### config.mk
export PLATFORM = sky130hd
export DESIGN_NAME = floppy_controller_flat
export DESIGN_NICKNAME = d
export VERILOG_FILES = /design/src/hw/floppy_pkg.sv /design/src/hw/floppy_bus_if.sv /design/src/hw/floppy_controller.sv /design/src/flat_wrapper.sv
export SDC_FILE = /design/constraint.sdc
export NUM_CORES = 1
export LEC_CHECK = 0
export BUFFER_PORTS_ARGS = -buffer_cell sky130_fd_sc_hd__buf_2
export CAP_MARGIN = 0
export CORE_MARGIN = 2
export CORE_UTILIZATION = 43
export CTS_BUF_LIST = sky130_fd_sc_hd__clkbuf_4
export CTS_CLUSTER_DIAMETER = 50
export CTS_CLUSTER_SIZE = 40
export DETAILED_ROUTE_END_ITERATION = 10
export GPL_TIMING_DRIVEN = 0
export HOLD_SLACK_MARGIN = 0.02
export PLACE_DENSITY_LB_ADDON = 0.25
export SYNTH_ARGS = -nofsm -noshare
export SYNTH_HDL_FRONTEND = slang
export SYNTH_SLANG_ARGS = --single-unit
### constraint.sdc
create_clock -name clk -period 3.05 [get_ports clk]
set_input_delay 0.305 -clock clk [delete_from_list [all_inputs] [get_ports clk]]
set_output_delay 0.305 -clock clk [all_outputs]
set_load 0.005 [all_outputs]
### src/hw/floppy_pkg.sv
// shared constants and types of the floppy command port and its host
package floppy_pkg;
   localparam logic [7:0] ADDR_COMMAND    = 8'hF8;
   localparam logic [7:0] ADDR_SECTOR     = 8'hFA;
   localparam logic [7:0] ADDR_DATA       = 8'hFB;
   localparam logic [7:0] ADDR_WAIT       = 8'hFC;
   localparam logic [7:0] CMD_SEEK        = 8'h13;
   localparam logic [7:0] CMD_STEP_IN     = 8'h43;
   localparam logic [7:0] CMD_STEP_OUT    = 8'h63;
   localparam logic [7:0] CMD_READ        = 8'h8C;
   localparam logic [2:0] READ_GROUP      = 3'h4;
   localparam int         READ_MULTI_BIT  = 4;
   localparam logic [3:0] GROUP_RESTORE   = 4'h0;
   localparam logic [3:0] GROUP_SEEK      = 4'h1;
   localparam logic [2:0] GROUP_STEP_IN   = 3'h2;
   localparam logic [2:0] GROUP_STEP_OUT  = 3'h3;
   localparam logic [6:0] TRACK_LAST      = 7'h4C;
   localparam logic [7:0] SECTOR_BYTES    = 8'h80;
   localparam int         STAT_NOT_READY  = 7;
   localparam int         STAT_SEEK_ERROR = 4;
   localparam int         STAT_TRACK_ZERO = 2;
   localparam int         WAIT_BYTE_BIT   = 7;
   localparam logic [7:0] STATUS_RESET    = 8'h00;
   localparam logic [7:0] OPEN_BUS        = 8'hFF;
   localparam int         STEP_GAP_CYCLES = 16;
   localparam logic [1:0] HEAD_HOLD_REVS  = 2'h2;

   typedef enum logic [2:0] {
      OP_NONE, OP_RESTORE, OP_SEEK, OP_STEP_IN, OP_STEP_OUT, OP_READ
   } op_t;

   function automatic op_t decode_cmd(input logic [7:0] code);
      op_t op;
      op = OP_NONE;
      if (code[7:4] == GROUP_RESTORE) begin
         op = OP_RESTORE;
      end else if (code[7:4] == GROUP_SEEK) begin
         op = OP_SEEK;
      end else if (code[7:5] == GROUP_STEP_IN) begin
         op = OP_STEP_IN;
      end else if (code[7:5] == GROUP_STEP_OUT) begin
         op = OP_STEP_OUT;
      end else if (code[7:5] == READ_GROUP && !code[READ_MULTI_BIT]) begin
         op = OP_READ;
      end
      return op;
   endfunction
endpackage

### src/hw/floppy_bus_if.sv
// i/o bus between host processor and floppy controller
`timescale 1ns/10ps
interface floppy_bus_if;
   logic [7:0] io_addr;
   logic       io_wr;
   logic       io_rd;
   logic [7:0] io_wdata;
   logic [7:0] io_rdata;
   logic       io_wait;

   modport device (
      input  io_addr, io_wr, io_rd, io_wdata,
      output io_rdata, io_wait
   );
   modport host (
      output io_addr, io_wr, io_rd, io_wdata,
      input  io_rdata, io_wait
   );
endinterface

### src/hw/floppy_controller.sv
// floppy controller end: command port, head stepping, sector read path
// What this block does
// reset steps head out to track zero
// step-in command moves one track inward, none at track 76
// step-out command moves one track outward
// seek: data port track, then command
// positioning commands ignore drive ready
// sector reads only while ready is low
// drive asserts ready only when spinning, loaded
// read command energizes head load at start
// head unloads after two idle revolutions
// sector read delivers 128 bytes per request
// wait port stalls until byte or completion
// status at command address, errors nonzero
// tracks numbered 0 outer to 76 inner
// host writes sector number before reading
// wait value msb: 1 byte, 0 completion
// read encoding 100, single, format, load
// data read pops byte, clears request once the buffer is empty
// completion raised at end, cleared by status
`timescale 1ns/10ps
module floppy_controller
   import floppy_pkg::*;
#(
   parameter int         STEP_GAP   = STEP_GAP_CYCLES,
   parameter logic [6:0] LAST_TRACK = TRACK_LAST
) (
   input  wire logic     clk,           // 25 MHz bus clock
   input  wire logic     sys_rst,       // synchronous reset, starts restore
   floppy_bus_if.device  bus,           // host i/o ports
   input  wire logic     ready_n,       // drive ready, low active
   input  wire logic     track_zero_n,  // head at track 0, low active
   input  wire logic     index_pulse,   // one pulse per revolution
   output logic          step_pulse,    // one-cycle step strobe
   output logic          step_dir_in,   // 1 steps toward inner tracks
   output logic          head_load,     // head-load solenoid
   input  wire logic     disk_valid,    // disk byte offered
   input  wire logic [7:0] disk_data,   // disk byte
   output logic          disk_ready,    // buffer takes disk byte
   output logic          busy           // command in progress
);
   typedef enum logic [1:0] {S_IDLE, S_STEP, S_SETTLE, S_READ} ctl_state_t;

   ctl_state_t  state;
   logic [6:0]  cur_track;
   logic [6:0]  target;
   logic        restoring;
   logic [7:0]  track_reg;
   logic [7:0]  sector_reg;
   logic [7:0]  status;
   logic        finish;
   logic        completion_request;
   logic [15:0] gap_cnt;
   logic [7:0]  bytes_in;
   logic [7:0]  bytes_out;
   logic [1:0]  idx_count;
   logic [7:0]  buf_mem [2];
   logic        buf_wr;
   logic        buf_rd;
   logic [1:0]  buf_count;
   logic        byte_request;
   logic        rd_taken;
   logic        pop;
   logic        push;
   logic        status_rd;
   logic        cmd_wr;
   logic        start_read;
   op_t         op;

   assign op           = decode_cmd(bus.io_wdata);
   assign byte_request = (state == S_READ) && (buf_count != 2'h0);
   // the wait port is the only address that ever stalls the bus
   assign bus.io_wait  = bus.io_rd && (bus.io_addr == ADDR_WAIT) &&
                         !byte_request && !completion_request;
   assign rd_taken     = bus.io_rd && !bus.io_wait;
   assign pop          = rd_taken && (bus.io_addr == ADDR_DATA) && byte_request;
   assign status_rd    = rd_taken && (bus.io_addr == ADDR_COMMAND);
   assign cmd_wr       = bus.io_wr && (bus.io_addr == ADDR_COMMAND) && (state == S_IDLE);
   assign start_read   = cmd_wr && (op == OP_READ) && !ready_n;
   assign disk_ready   = (state == S_READ) && (buf_count != 2'h2) &&
                         (bytes_in != SECTOR_BYTES);
   assign push         = disk_valid && disk_ready;
   assign step_pulse   = (state == S_STEP);
   assign busy         = (state != S_IDLE);

   always_ff @(posedge clk) begin
      if (sys_rst) begin
         bus.io_rdata <= 8'h00;
      end else if (rd_taken) begin
         unique case (bus.io_addr)
            ADDR_COMMAND: bus.io_rdata <= status;
            ADDR_SECTOR:  bus.io_rdata <= sector_reg;
            ADDR_DATA:    bus.io_rdata <= byte_request ? buf_mem[buf_rd] : track_reg;
            ADDR_WAIT:    bus.io_rdata <= {byte_request, 7'h00};
            default:      bus.io_rdata <= OPEN_BUS;
         endcase
      end
   end

   always_ff @(posedge clk) begin
      if (sys_rst) begin
         track_reg  <= 8'h00;
         sector_reg <= 8'h00;
      end else if (bus.io_wr) begin
         if (bus.io_addr == ADDR_DATA) begin
            track_reg <= bus.io_wdata;
         end
         if (bus.io_addr == ADDR_SECTOR) begin
            sector_reg <= bus.io_wdata;
         end
      end
   end

   // two-entry buffer: a slow host stalls the disk side, not drops bytes
   always_ff @(posedge clk) begin
      if (sys_rst || start_read) begin
         buf_wr    <= 1'b0;
         buf_rd    <= 1'b0;
         buf_count <= 2'h0;
      end else begin
         if (push) begin
            buf_mem[buf_wr] <= disk_data;
            buf_wr          <= !buf_wr;
         end
         if (pop) begin
            buf_rd <= !buf_rd;
         end
         buf_count <= buf_count + 2'(push) - 2'(pop);
      end
   end

   always_ff @(posedge clk) begin
      if (sys_rst || start_read) begin
         bytes_in  <= 8'h00;
         bytes_out <= 8'h00;
      end else begin
         if (push) begin
            bytes_in <= bytes_in + 8'h01;
         end
         if (pop) begin
            bytes_out <= bytes_out + 8'h01;
         end
      end
   end

   always_ff @(posedge clk) begin
      finish <= 1'b0;
      if (sys_rst) begin
         state       <= S_SETTLE;
         restoring   <= 1'b1;
         cur_track   <= 7'h00;
         target      <= 7'h00;
         step_dir_in <= 1'b0;
         gap_cnt     <= 16'h0000;
         status      <= STATUS_RESET;
      end else begin
         unique case (state)
            S_IDLE: begin
               if (cmd_wr) begin
                  gap_cnt   <= 16'h0000;
                  restoring <= 1'b0;
                  status    <= STATUS_RESET;
                  // positioning never looks at ready_n
                  unique case (op)
                     OP_RESTORE: begin
                        restoring <= 1'b1;
                        state     <= S_SETTLE;
                     end
                     OP_SEEK: begin
                        if (track_reg > {1'b0, LAST_TRACK}) begin
                           status[STAT_SEEK_ERROR] <= 1'b1;
                           finish                  <= 1'b1;
                        end else begin
                           target <= track_reg[6:0];
                           state  <= S_SETTLE;
                        end
                     end
                     OP_STEP_IN: begin
                        target <= (cur_track == LAST_TRACK) ? cur_track
                                                           : cur_track + 7'h01;
                        state  <= S_SETTLE;
                     end
                     OP_STEP_OUT: begin
                        target <= (cur_track == 7'h00) ? 7'h00 : cur_track - 7'h01;
                        state  <= S_SETTLE;
                     end
                     OP_READ: begin
                        if (ready_n) begin
                           status[STAT_NOT_READY] <= 1'b1;
                           finish                 <= 1'b1;
                        end else begin
                           state <= S_READ;
                        end
                     end
                     OP_NONE: begin
                        finish <= 1'b1;
                     end
                  endcase
               end
            end
            S_STEP: begin
               gap_cnt <= 16'h0000;
               state   <= S_SETTLE;
               if (step_dir_in) begin
                  cur_track <= cur_track + 7'h01;
               end else if (cur_track != 7'h00) begin
                  cur_track <= cur_track - 7'h01;
               end
            end
            S_SETTLE: begin
               if (gap_cnt < 16'(STEP_GAP)) begin
                  gap_cnt <= gap_cnt + 16'h0001;
               end else if (restoring) begin
                  if (!track_zero_n) begin
                     cur_track                <= 7'h00;
                     restoring                <= 1'b0;
                     status[STAT_TRACK_ZERO]  <= 1'b1;
                     finish                   <= 1'b1;
                     state                    <= S_IDLE;
                  end else begin
                     step_dir_in <= 1'b0;
                     state       <= S_STEP;
                  end
               end else if (cur_track == target) begin
                  status[STAT_TRACK_ZERO] <= !track_zero_n;
                  finish                  <= 1'b1;
                  state                   <= S_IDLE;
               end else begin
                  step_dir_in <= (target > cur_track);
                  state       <= S_STEP;
               end
            end
            S_READ: begin
               if (ready_n) begin
                  status[STAT_NOT_READY] <= 1'b1;
                  finish                 <= 1'b1;
                  state                  <= S_IDLE;
               end else if (pop && bytes_out == SECTOR_BYTES - 8'h01) begin
                  finish <= 1'b1;
                  state  <= S_IDLE;
               end
            end
         endcase
      end
   end

   // set wins over the host's status read in the same cycle
   always_ff @(posedge clk) begin
      if (sys_rst) begin
         completion_request <= 1'b0;
      end else if (finish) begin
         completion_request <= 1'b1;
      end else if (status_rd || cmd_wr) begin
         completion_request <= 1'b0;
      end
   end

   // revolutions counted by index pulses once the read is over
   always_ff @(posedge clk) begin
      if (sys_rst) begin
         head_load <= 1'b0;
         idx_count <= 2'h0;
      end else if (start_read) begin
         head_load <= 1'b1;
         idx_count <= 2'h0;
      end else if (head_load && state != S_READ && index_pulse) begin
         idx_count <= idx_count + 2'h1;
         if (idx_count == HEAD_HOLD_REVS - 2'h1) begin
            head_load <= 1'b0;
         end
      end
   end
endmodule

### src/flat_wrapper.sv
// flat-port wrapper written by rule: the top's interface ports become plain ports
module floppy_controller_flat import floppy_pkg::*;
#(
   parameter int         STEP_GAP   = STEP_GAP_CYCLES,
   parameter logic [6:0] LAST_TRACK = TRACK_LAST
)
  (clk, sys_rst, ready_n, track_zero_n, index_pulse, step_pulse, step_dir_in, head_load, disk_valid, disk_data, disk_ready, busy, bus_io_addr, bus_io_wr, bus_io_rd, bus_io_wdata, bus_io_rdata, bus_io_wait);
  floppy_bus_if bus_i ();
  input  wire logic clk;
  input  wire logic sys_rst;
  input  wire logic ready_n;
  input  wire logic track_zero_n;
  input  wire logic index_pulse;
  output logic step_pulse;
  output logic step_dir_in;
  output logic head_load;
  input  wire logic disk_valid;
  input  wire logic [7:0] disk_data;
  output logic disk_ready;
  output logic busy;
  input wire logic [$bits(bus_i.io_addr)-1:0] bus_io_addr;
  input wire logic [$bits(bus_i.io_wr)-1:0] bus_io_wr;
  input wire logic [$bits(bus_i.io_rd)-1:0] bus_io_rd;
  input wire logic [$bits(bus_i.io_wdata)-1:0] bus_io_wdata;
  output wire logic [$bits(bus_i.io_rdata)-1:0] bus_io_rdata;
  output wire logic [$bits(bus_i.io_wait)-1:0] bus_io_wait;
  assign bus_i.io_addr = bus_io_addr;
  assign bus_i.io_wr = bus_io_wr;
  assign bus_i.io_rd = bus_io_rd;
  assign bus_i.io_wdata = bus_io_wdata;
  assign bus_io_rdata = bus_i.io_rdata;
  assign bus_io_wait = bus_i.io_wait;
  floppy_controller #(.STEP_GAP(STEP_GAP), .LAST_TRACK(LAST_TRACK)) u_core (.clk(clk), .sys_rst(sys_rst), .bus(bus_i), .ready_n(ready_n), .track_zero_n(track_zero_n), .index_pulse(index_pulse), .step_pulse(step_pulse), .step_dir_in(step_dir_in), .head_load(head_load), .disk_valid(disk_valid), .disk_data(disk_data), .disk_ready(disk_ready), .busy(busy));
endmodule
* Word-level counts from Yosys, hierarchy flattened
Memory sizes are Yosys's and may differ from the RTL's. A register that Yosys moved wholly into a read port is not among the register bits.
Cells that the tools add are included.
** Word-level totals
- Output and inout port bits :: 14
- Bits of input ports :: 32
- RAM bits :: 16
- Memories kept :: 1
- Word-level logic and storage cells :: 202
- Register bits :: 86
** Operators by class
- Bitwise gates (word level) :: 1
- Equal/unequal tests :: 39
- Magnitude comparators :: 3
- Multiplexer cells :: 71
- Add/subtract/negate cells :: 8
- Reduce and logical (&&, ||, !) cells :: 58
** Memory list
- u_core.buf_mem :: words 2, width 8, rd ports 1, clocked after Yosys merged registers in 1, write ports 1, line floppy_controller.sv:57 : logic [7:0] buf_mem [2];
** Operators by type and width (count)
- two-way mux 7 bit :: 8
- case mux 16 bit (3 select lines) :: 1
- two-way mux 1 bit :: 37
- equality test 8 bit, second input constant :: 4
- two-way mux 16 bit :: 2
- case mux 8 bit (4 select lines) :: 1
- case mux 7 bit (3 select lines) :: 1
- logical AND 1 bit :: 19
- adder 16 x 1 -> 16 bit, second input constant :: 1
- adder 8 x 1 -> 8 bit, second input constant :: 2
- less-than comparator 16 x 5 -> 1 bit, second input constant :: 1
- two-way mux 8 bit :: 2
- nonzero test 2 bit :: 8
- two-way mux 3 bit :: 5
- != test 2 bit, second input constant :: 7
- case mux 7 bit (2 select lines) :: 1
- equality test 3 x 2 -> 1 bit, second input constant :: 4
- two-way mux 2 bit :: 6
- != test 3 bit, second input constant :: 4
- AND reduction 5 bit :: 2
- equality test 3 bit, second input constant :: 3
- AND reduction 3 bit :: 3
- equality test 8 x 7 -> 1 bit, second input constant :: 1
- greater-than comparator 8 x 7 -> 1 bit, second input constant :: 1
- other kinds (34) :: 56

* Logic depth before layout (Yosys ltp)
- Depth in word-level cells :: 13
- Mapped depth :: 10
- Depth with buffers taken out :: 10

* Worst setup path before layout
No wires, ideal clock.
- Path kind :: register -> register
- From :: register u_core.bytes_in[0]
- To :: memory u_core.buf_mem[1][0] (enable)
- Arrival :: 1.814 ns
- Library setup time :: 0.383 ns
- Slack :: 0.852 ns
- Cell stages (with the launch flop) :: 7
- Required time :: 2.667 ns
- Buffers on the path :: 0
- Clock period less this slack :: 2.198 ns
- Cell sequence :: dfxtp_1 inv_1 ha_1 nor4bb_1 a211oi_1 nand2_1 nor3_1
** On the way
- Longest elaborated chain between the ends :: 6
** Ends and longest elaborated chain
- start, declared :: line floppy_controller.sv:54 : logic [7:0] bytes_in;
- start signal, assigned :: line floppy_controller.sv:138 : bytes_in <= bytes_in + 8'h01;
- != test 8 bit :: line floppy_controller.sv:81 : (bytes_in != SECTOR_BYTES);
- logical AND 1 bit :: line floppy_controller.sv:80 : assign disk_ready = (state == S_READ) && (buf_count != 2'h2) &&
- named net disk_ready :: line flat_wrapper.sv:19 : output logic disk_ready;
- logical AND 1 bit :: line floppy_controller.sv:82 : assign push = disk_valid && disk_ready;
- two-way mux 1 bit :: line floppy_controller.sv:121 : if (push) begin
- two-way mux 1 bit :: line floppy_controller.sv:116 : if (sys_rst || start_read) begin
- two-way mux 1 bit (implied by the code) :: line floppy_controller.sv:122 : buf_mem[buf_wr] <= disk_data;
- end, declared :: line floppy_controller.sv:57
The timed path passes the listed nets, and every way through them passes these cells.

* Final worst setup path
- From :: register u_core.bytes_in[0]
- To :: memory u_core.buf_mem[1][6] (enable)
** On the way
- Longest elaborated chain between the ends :: 6
** Ends and longest elaborated chain (line)
- != test 8 bit :: floppy_controller.sv:81
- logical AND 1 bit :: floppy_controller.sv:80
- logical AND 1 bit :: floppy_controller.sv:82
- two-way mux 1 bit :: floppy_controller.sv:121
- two-way mux 1 bit :: floppy_controller.sv:116
- two-way mux 1 bit (implied by the code) :: floppy_controller.sv:122
No other way between the ends.

==> results.txt <==
The run finished with clean final reports. The share of total power in sequential cells came out at 61.6%. In the final layout, flip-flops and latches occupy 2220 um2. The switching share of power is 25.1%. Summed over all nets, the switching power comes to 0.570 mW. The number of nets in the synthesized netlist is 627.

The post-route cell area is 5820 um2. The total iterations of the first detailed-routing run came out at 5. The via total after detailed routing is 4,402. The clock-pin slew on the worst setup and hold paths is 0.16 ns. From left edge to right edge, the die measures 114 um. During I/O placement, the number of pins put on the boundary was 46. The largest family of logic cells by synthesized area is simple AND/OR/NAND/NOR gates.

The worst supply voltage drop on vdd is 248 uV. The worst setup path is captured at a flip-flop. The maximum clock skew at final layout came out at 0.0259 ns. The cell sitting at the root of the clock tree is a sky130_fd_sc_hd__clkbuf_4. Global routing used 20.1% of the available tracks.

The wire length of the first global-routing pass came out at 21,000 um. Of the available clock period, the critical path in the final layout requires 87.3%. The number of buffers and inverters on the critical path is 1. The transition time of the tightest slew-check pin is 1.18 ns. In the final layout, the multi-input gates occupy 2770 um2.

The final-stage net count came out at 687. By startpoint and endpoint, the worst setup path is classified as reg -> reg. TritonCTS created 9 clock buffers.

The headroom to the max-slew limit came out at 20.8%. The accumulated negative setup slack came out at 0 ns. The H-tree generated during clock tree synthesis spans 3 levels. In the routed layout, each cell is associated on average with a via count of 5.57. The share of power burned in the clock network came out at 32.6%.

The number of standard-cell rows in the floorplan is 40. Walking the worst path, the cells encountered are inv_1, ha_1, nor4bb_1, a211oi_1, nand2_1, nor3_1. The tightest min-delay check is of the in -> reg type. After synthesis, the share of flip-flops with an asynchronous set or reset is 0%. In the final layout, the share of cells above drive strength 1 is 13.7%.

The number of distinct standard cells referenced by the synthesized netlist is 63. The required time of the worst setup path came out at 3.15 ns. The first routing iteration left 252 violations. The synthesized netlist devotes 16.4% of its cell area to compound gates.

The leakage power is 2.17 nW. The number of endpoints with negative hold slack in the final report came out at 0. The average routed wire per standard cell is 15.6 um. The max capacitance violation total came out at 0. During placement, the flow inserted port buffers numbering 41. The post-synthesis to final-layout area growth is 11.9%. At the end of routability-driven placement, the weighted congestion stood at 0.851.

The synthesized netlist occupies a cell area of 5200 um2. The most used flip-flop cell after synthesis is sky130_fd_sc_hd__dfxtp_1. The number of antenna violations at the first check in global routing came out at 0. During synthesis, Yosys emitted a total of 0 warnings. The share of power burned in combinational logic came out at 5.8%. The worst path needs 2.66 ns of the cycle, external delays included. Averaged over all synthesized cells, the footprint is 8.98 um2.

The die covers 13,000 um2. The pin count of the biggest net entering global routing came out at 19. The final HPWL from detailed placement came out at 9250 um. TritonCTS built the clock tree. The maximum clock frequency came out at 375 MHz. The simple logic cell fraction of the synthesized area came out at 23.7%. The height of the chip came out at 114 um.

Cells fill 48.8% of the core in the end. STA classifies the critical path startpoint as a flip-flop. The maximum fanout count along the critical path is 8.

The library cell used most frequently in the layout, excluding fill and tap cells, is sky130_fd_sc_hd__dfxtp_1. The post-cts sizing count came out at 0. Once the floorplan was initialized, standard cells occupied 43.6% of the core.

For this run, design rule violations remaining after detail routing come to 0. The buffers inserted during post-CTS setup optimization is 0. The XOR/XNOR share of the synthesized area came out at 4.55%. The clock latency reported for the late side of the worst-skew pair is 0.47 ns. The number of global-route vias before repair came to 4,299. For this design, the slowest cell found on the critical path is sky130_fd_sc_hd__nor3_1. Setup repair after global routing left no endpoint under its margin.

For the worst setup path, the data arrival time is 2.76 ns. For this run, the slowest stage of the critical path takes 0.95 ns. The maximum root-to-sink buffer count came out at 2. In this run the remaining antenna-violating nets after routing total 0. The number of slew-limit violations in the final report is 0. Grouping stages by cell kind, the critical path spends the most delay in simple AND/OR/NAND/NOR gates. The hold buffer count at cts is 8. 0 antenna diodes ended up in the layout. The number of clock sinks came out at 103. The setup-violating endpoint count in the final report came out at 0. The layout has 1,163 filler cells. The cell area after placement came out at 5590 um2.

The core region area is 11,900 um2. The internal power is 1.70 mW. The multiplexer share of the synthesized area came out at 4.65%.

The sequential cell area fraction in the yosys report is 42.7%. The sum of routed wire length over all layers came out at 12,400 um. The residual overflow from global routing came out at 0. Of the total synthesized cell area, the portion taken by full adders, half adders and majority gates is 3.85%. The library cells used most frequently in the layout, excluding fill and tap cells, are sky130_fd_sc_hd__dfxtp_1, sky130_fd_sc_hd__nor2_1, sky130_fd_sc_hd__buf_2, sky130_fd_sc_hd__nand2_1, sky130_fd_sc_hd__a21oi_1. The register bit count reported by yosys came out at 103.

Yosys mapped a number of flops with a built-in enable equal to 16. For this design the ratio of total power to cell area is 390 nW/um2. The count of mapped cells out of synthesis is 579. The largest registers in the layout are u_core.buf_mem x16, u_core.gap_cnt x16.
==> cell families after synthesis <==
family,after synthesis
xor+xnor,27
mux,24
simple gates,239
buf+inv,50
flops,103
fa+ha+maj,16
compound gates,120
==> area by class of cell <==
type                    count  area share [%]
clock buffers               9            1.16
inverters                  25            1.61
multi-input cells         426            47.5
repair buffers             49            4.90
flip-flops and latches    103            38.2
clock inverters             7            1.40
plain buffers              25            2.02
well taps                 147            3.16
==> worst min-delay path, cell delays in order <==
cell and delay [ns]:
sky130_fd_sc_hd__buf_2 0.11, sky130_fd_sc_hd__nand3_1 0.06, sky130_fd_sc_hd__a21oi_1 0.05
==> final timing paths <==
kind / slack [ns] / endpoint / start / cells past startpoint
hold / removal: 0.08 / u_core.sector_reg[1]$_SDFFE_PP0P_ / bus_io_wdata[1] / 3
setup / recovery: 0.39 / u_core.buf_mem[1][6]$_DFFE_PP_ / u_core.bytes_in[0]$_SDFFE_PP0P_ / 6
setup reg to reg: 0.39 / u_core.buf_mem[1][6]$_DFFE_PP_ / u_core.bytes_in[0]$_SDFFE_PP0P_ / 6
hold reg to reg: 0.47 / u_core.sector_reg[4]$_SDFFE_PP0P_ / u_core.sector_reg[4]$_SDFFE_PP0P_ / 2
==> power groups by stage <==
| stage | sequential, mW | clock [mW] | combinational, mW |
|---|---|---|---|
| 2_1_floorplan | 1.43 | 0 | 0.0667 |
| 3_3_place_gp | 1.43 | 0 | 0.122 |
| 3_5_place_dp | 1.43 | 0 | 0.124 |
| 4_1_cts | 1.40 | 0.755 | 0.133 |
| 5_1_grt | 1.40 | 0.802 | 0.148 |
| 6_report | 1.40 | 0.740 | 0.133 |
==> cells in the mapped netlist (all sizes together) (3+ instances only) <==
master   n  share of area (%)
a41oi    4               0.67
o31ai    5               0.72
a221oi   8                1.3
xor2    11                1.9
clkbuf  13               0.94
mux2i   23                4.4
edfxtp  16                9.2
a211o    3               0.51
nand3   24                2.3
o21ai   23                2.2
nand2b   7               0.84
a21oi   34                3.3
nor2b    8               0.96
dfxtp   87                 34
nor3    17                1.6
and2     6               0.72
inv     24                1.7
and4     4               0.67
xnor2   16                2.7
a311oi   4               0.91
and3    18                2.2
o21a     4               0.58
or3      5               0.60
nor4     7                1.1
nand2   48                3.5
ha      16                3.9
a31oi    5               0.60
o211ai   6               0.96
buf     12                1.3
nand4    8                1.5
nor2    75                5.4
a211oi  12                1.9
==> stage by stage <==
stage	hold slack, ns	total power [mW]	instances	setup WS, ns
after global placement	0.428	1.55	767	0.340
final	0.0847	2.27	791	0.386
after global routing	0.0817	2.35	791	0.158
after CTS	0.0670	2.29	791	0.366
after detailed placement	0.428	1.55	767	0.268
after floorplan	0.404	1.49	579	0.852
==> metal layers <==
metal | global-route usage [%] | vias up | routed length, um
met3 | 3.61 | 11 | 669
met1 | 27.9 | 2058 | 5860
met5 | 0 | - | 0
met2 | 31.9 | 120 | 5670
met4 | 6.59 | 0 | 154
li1 | - | 2213 | -
No activity file was read; power rests on OpenSTA's default activity.
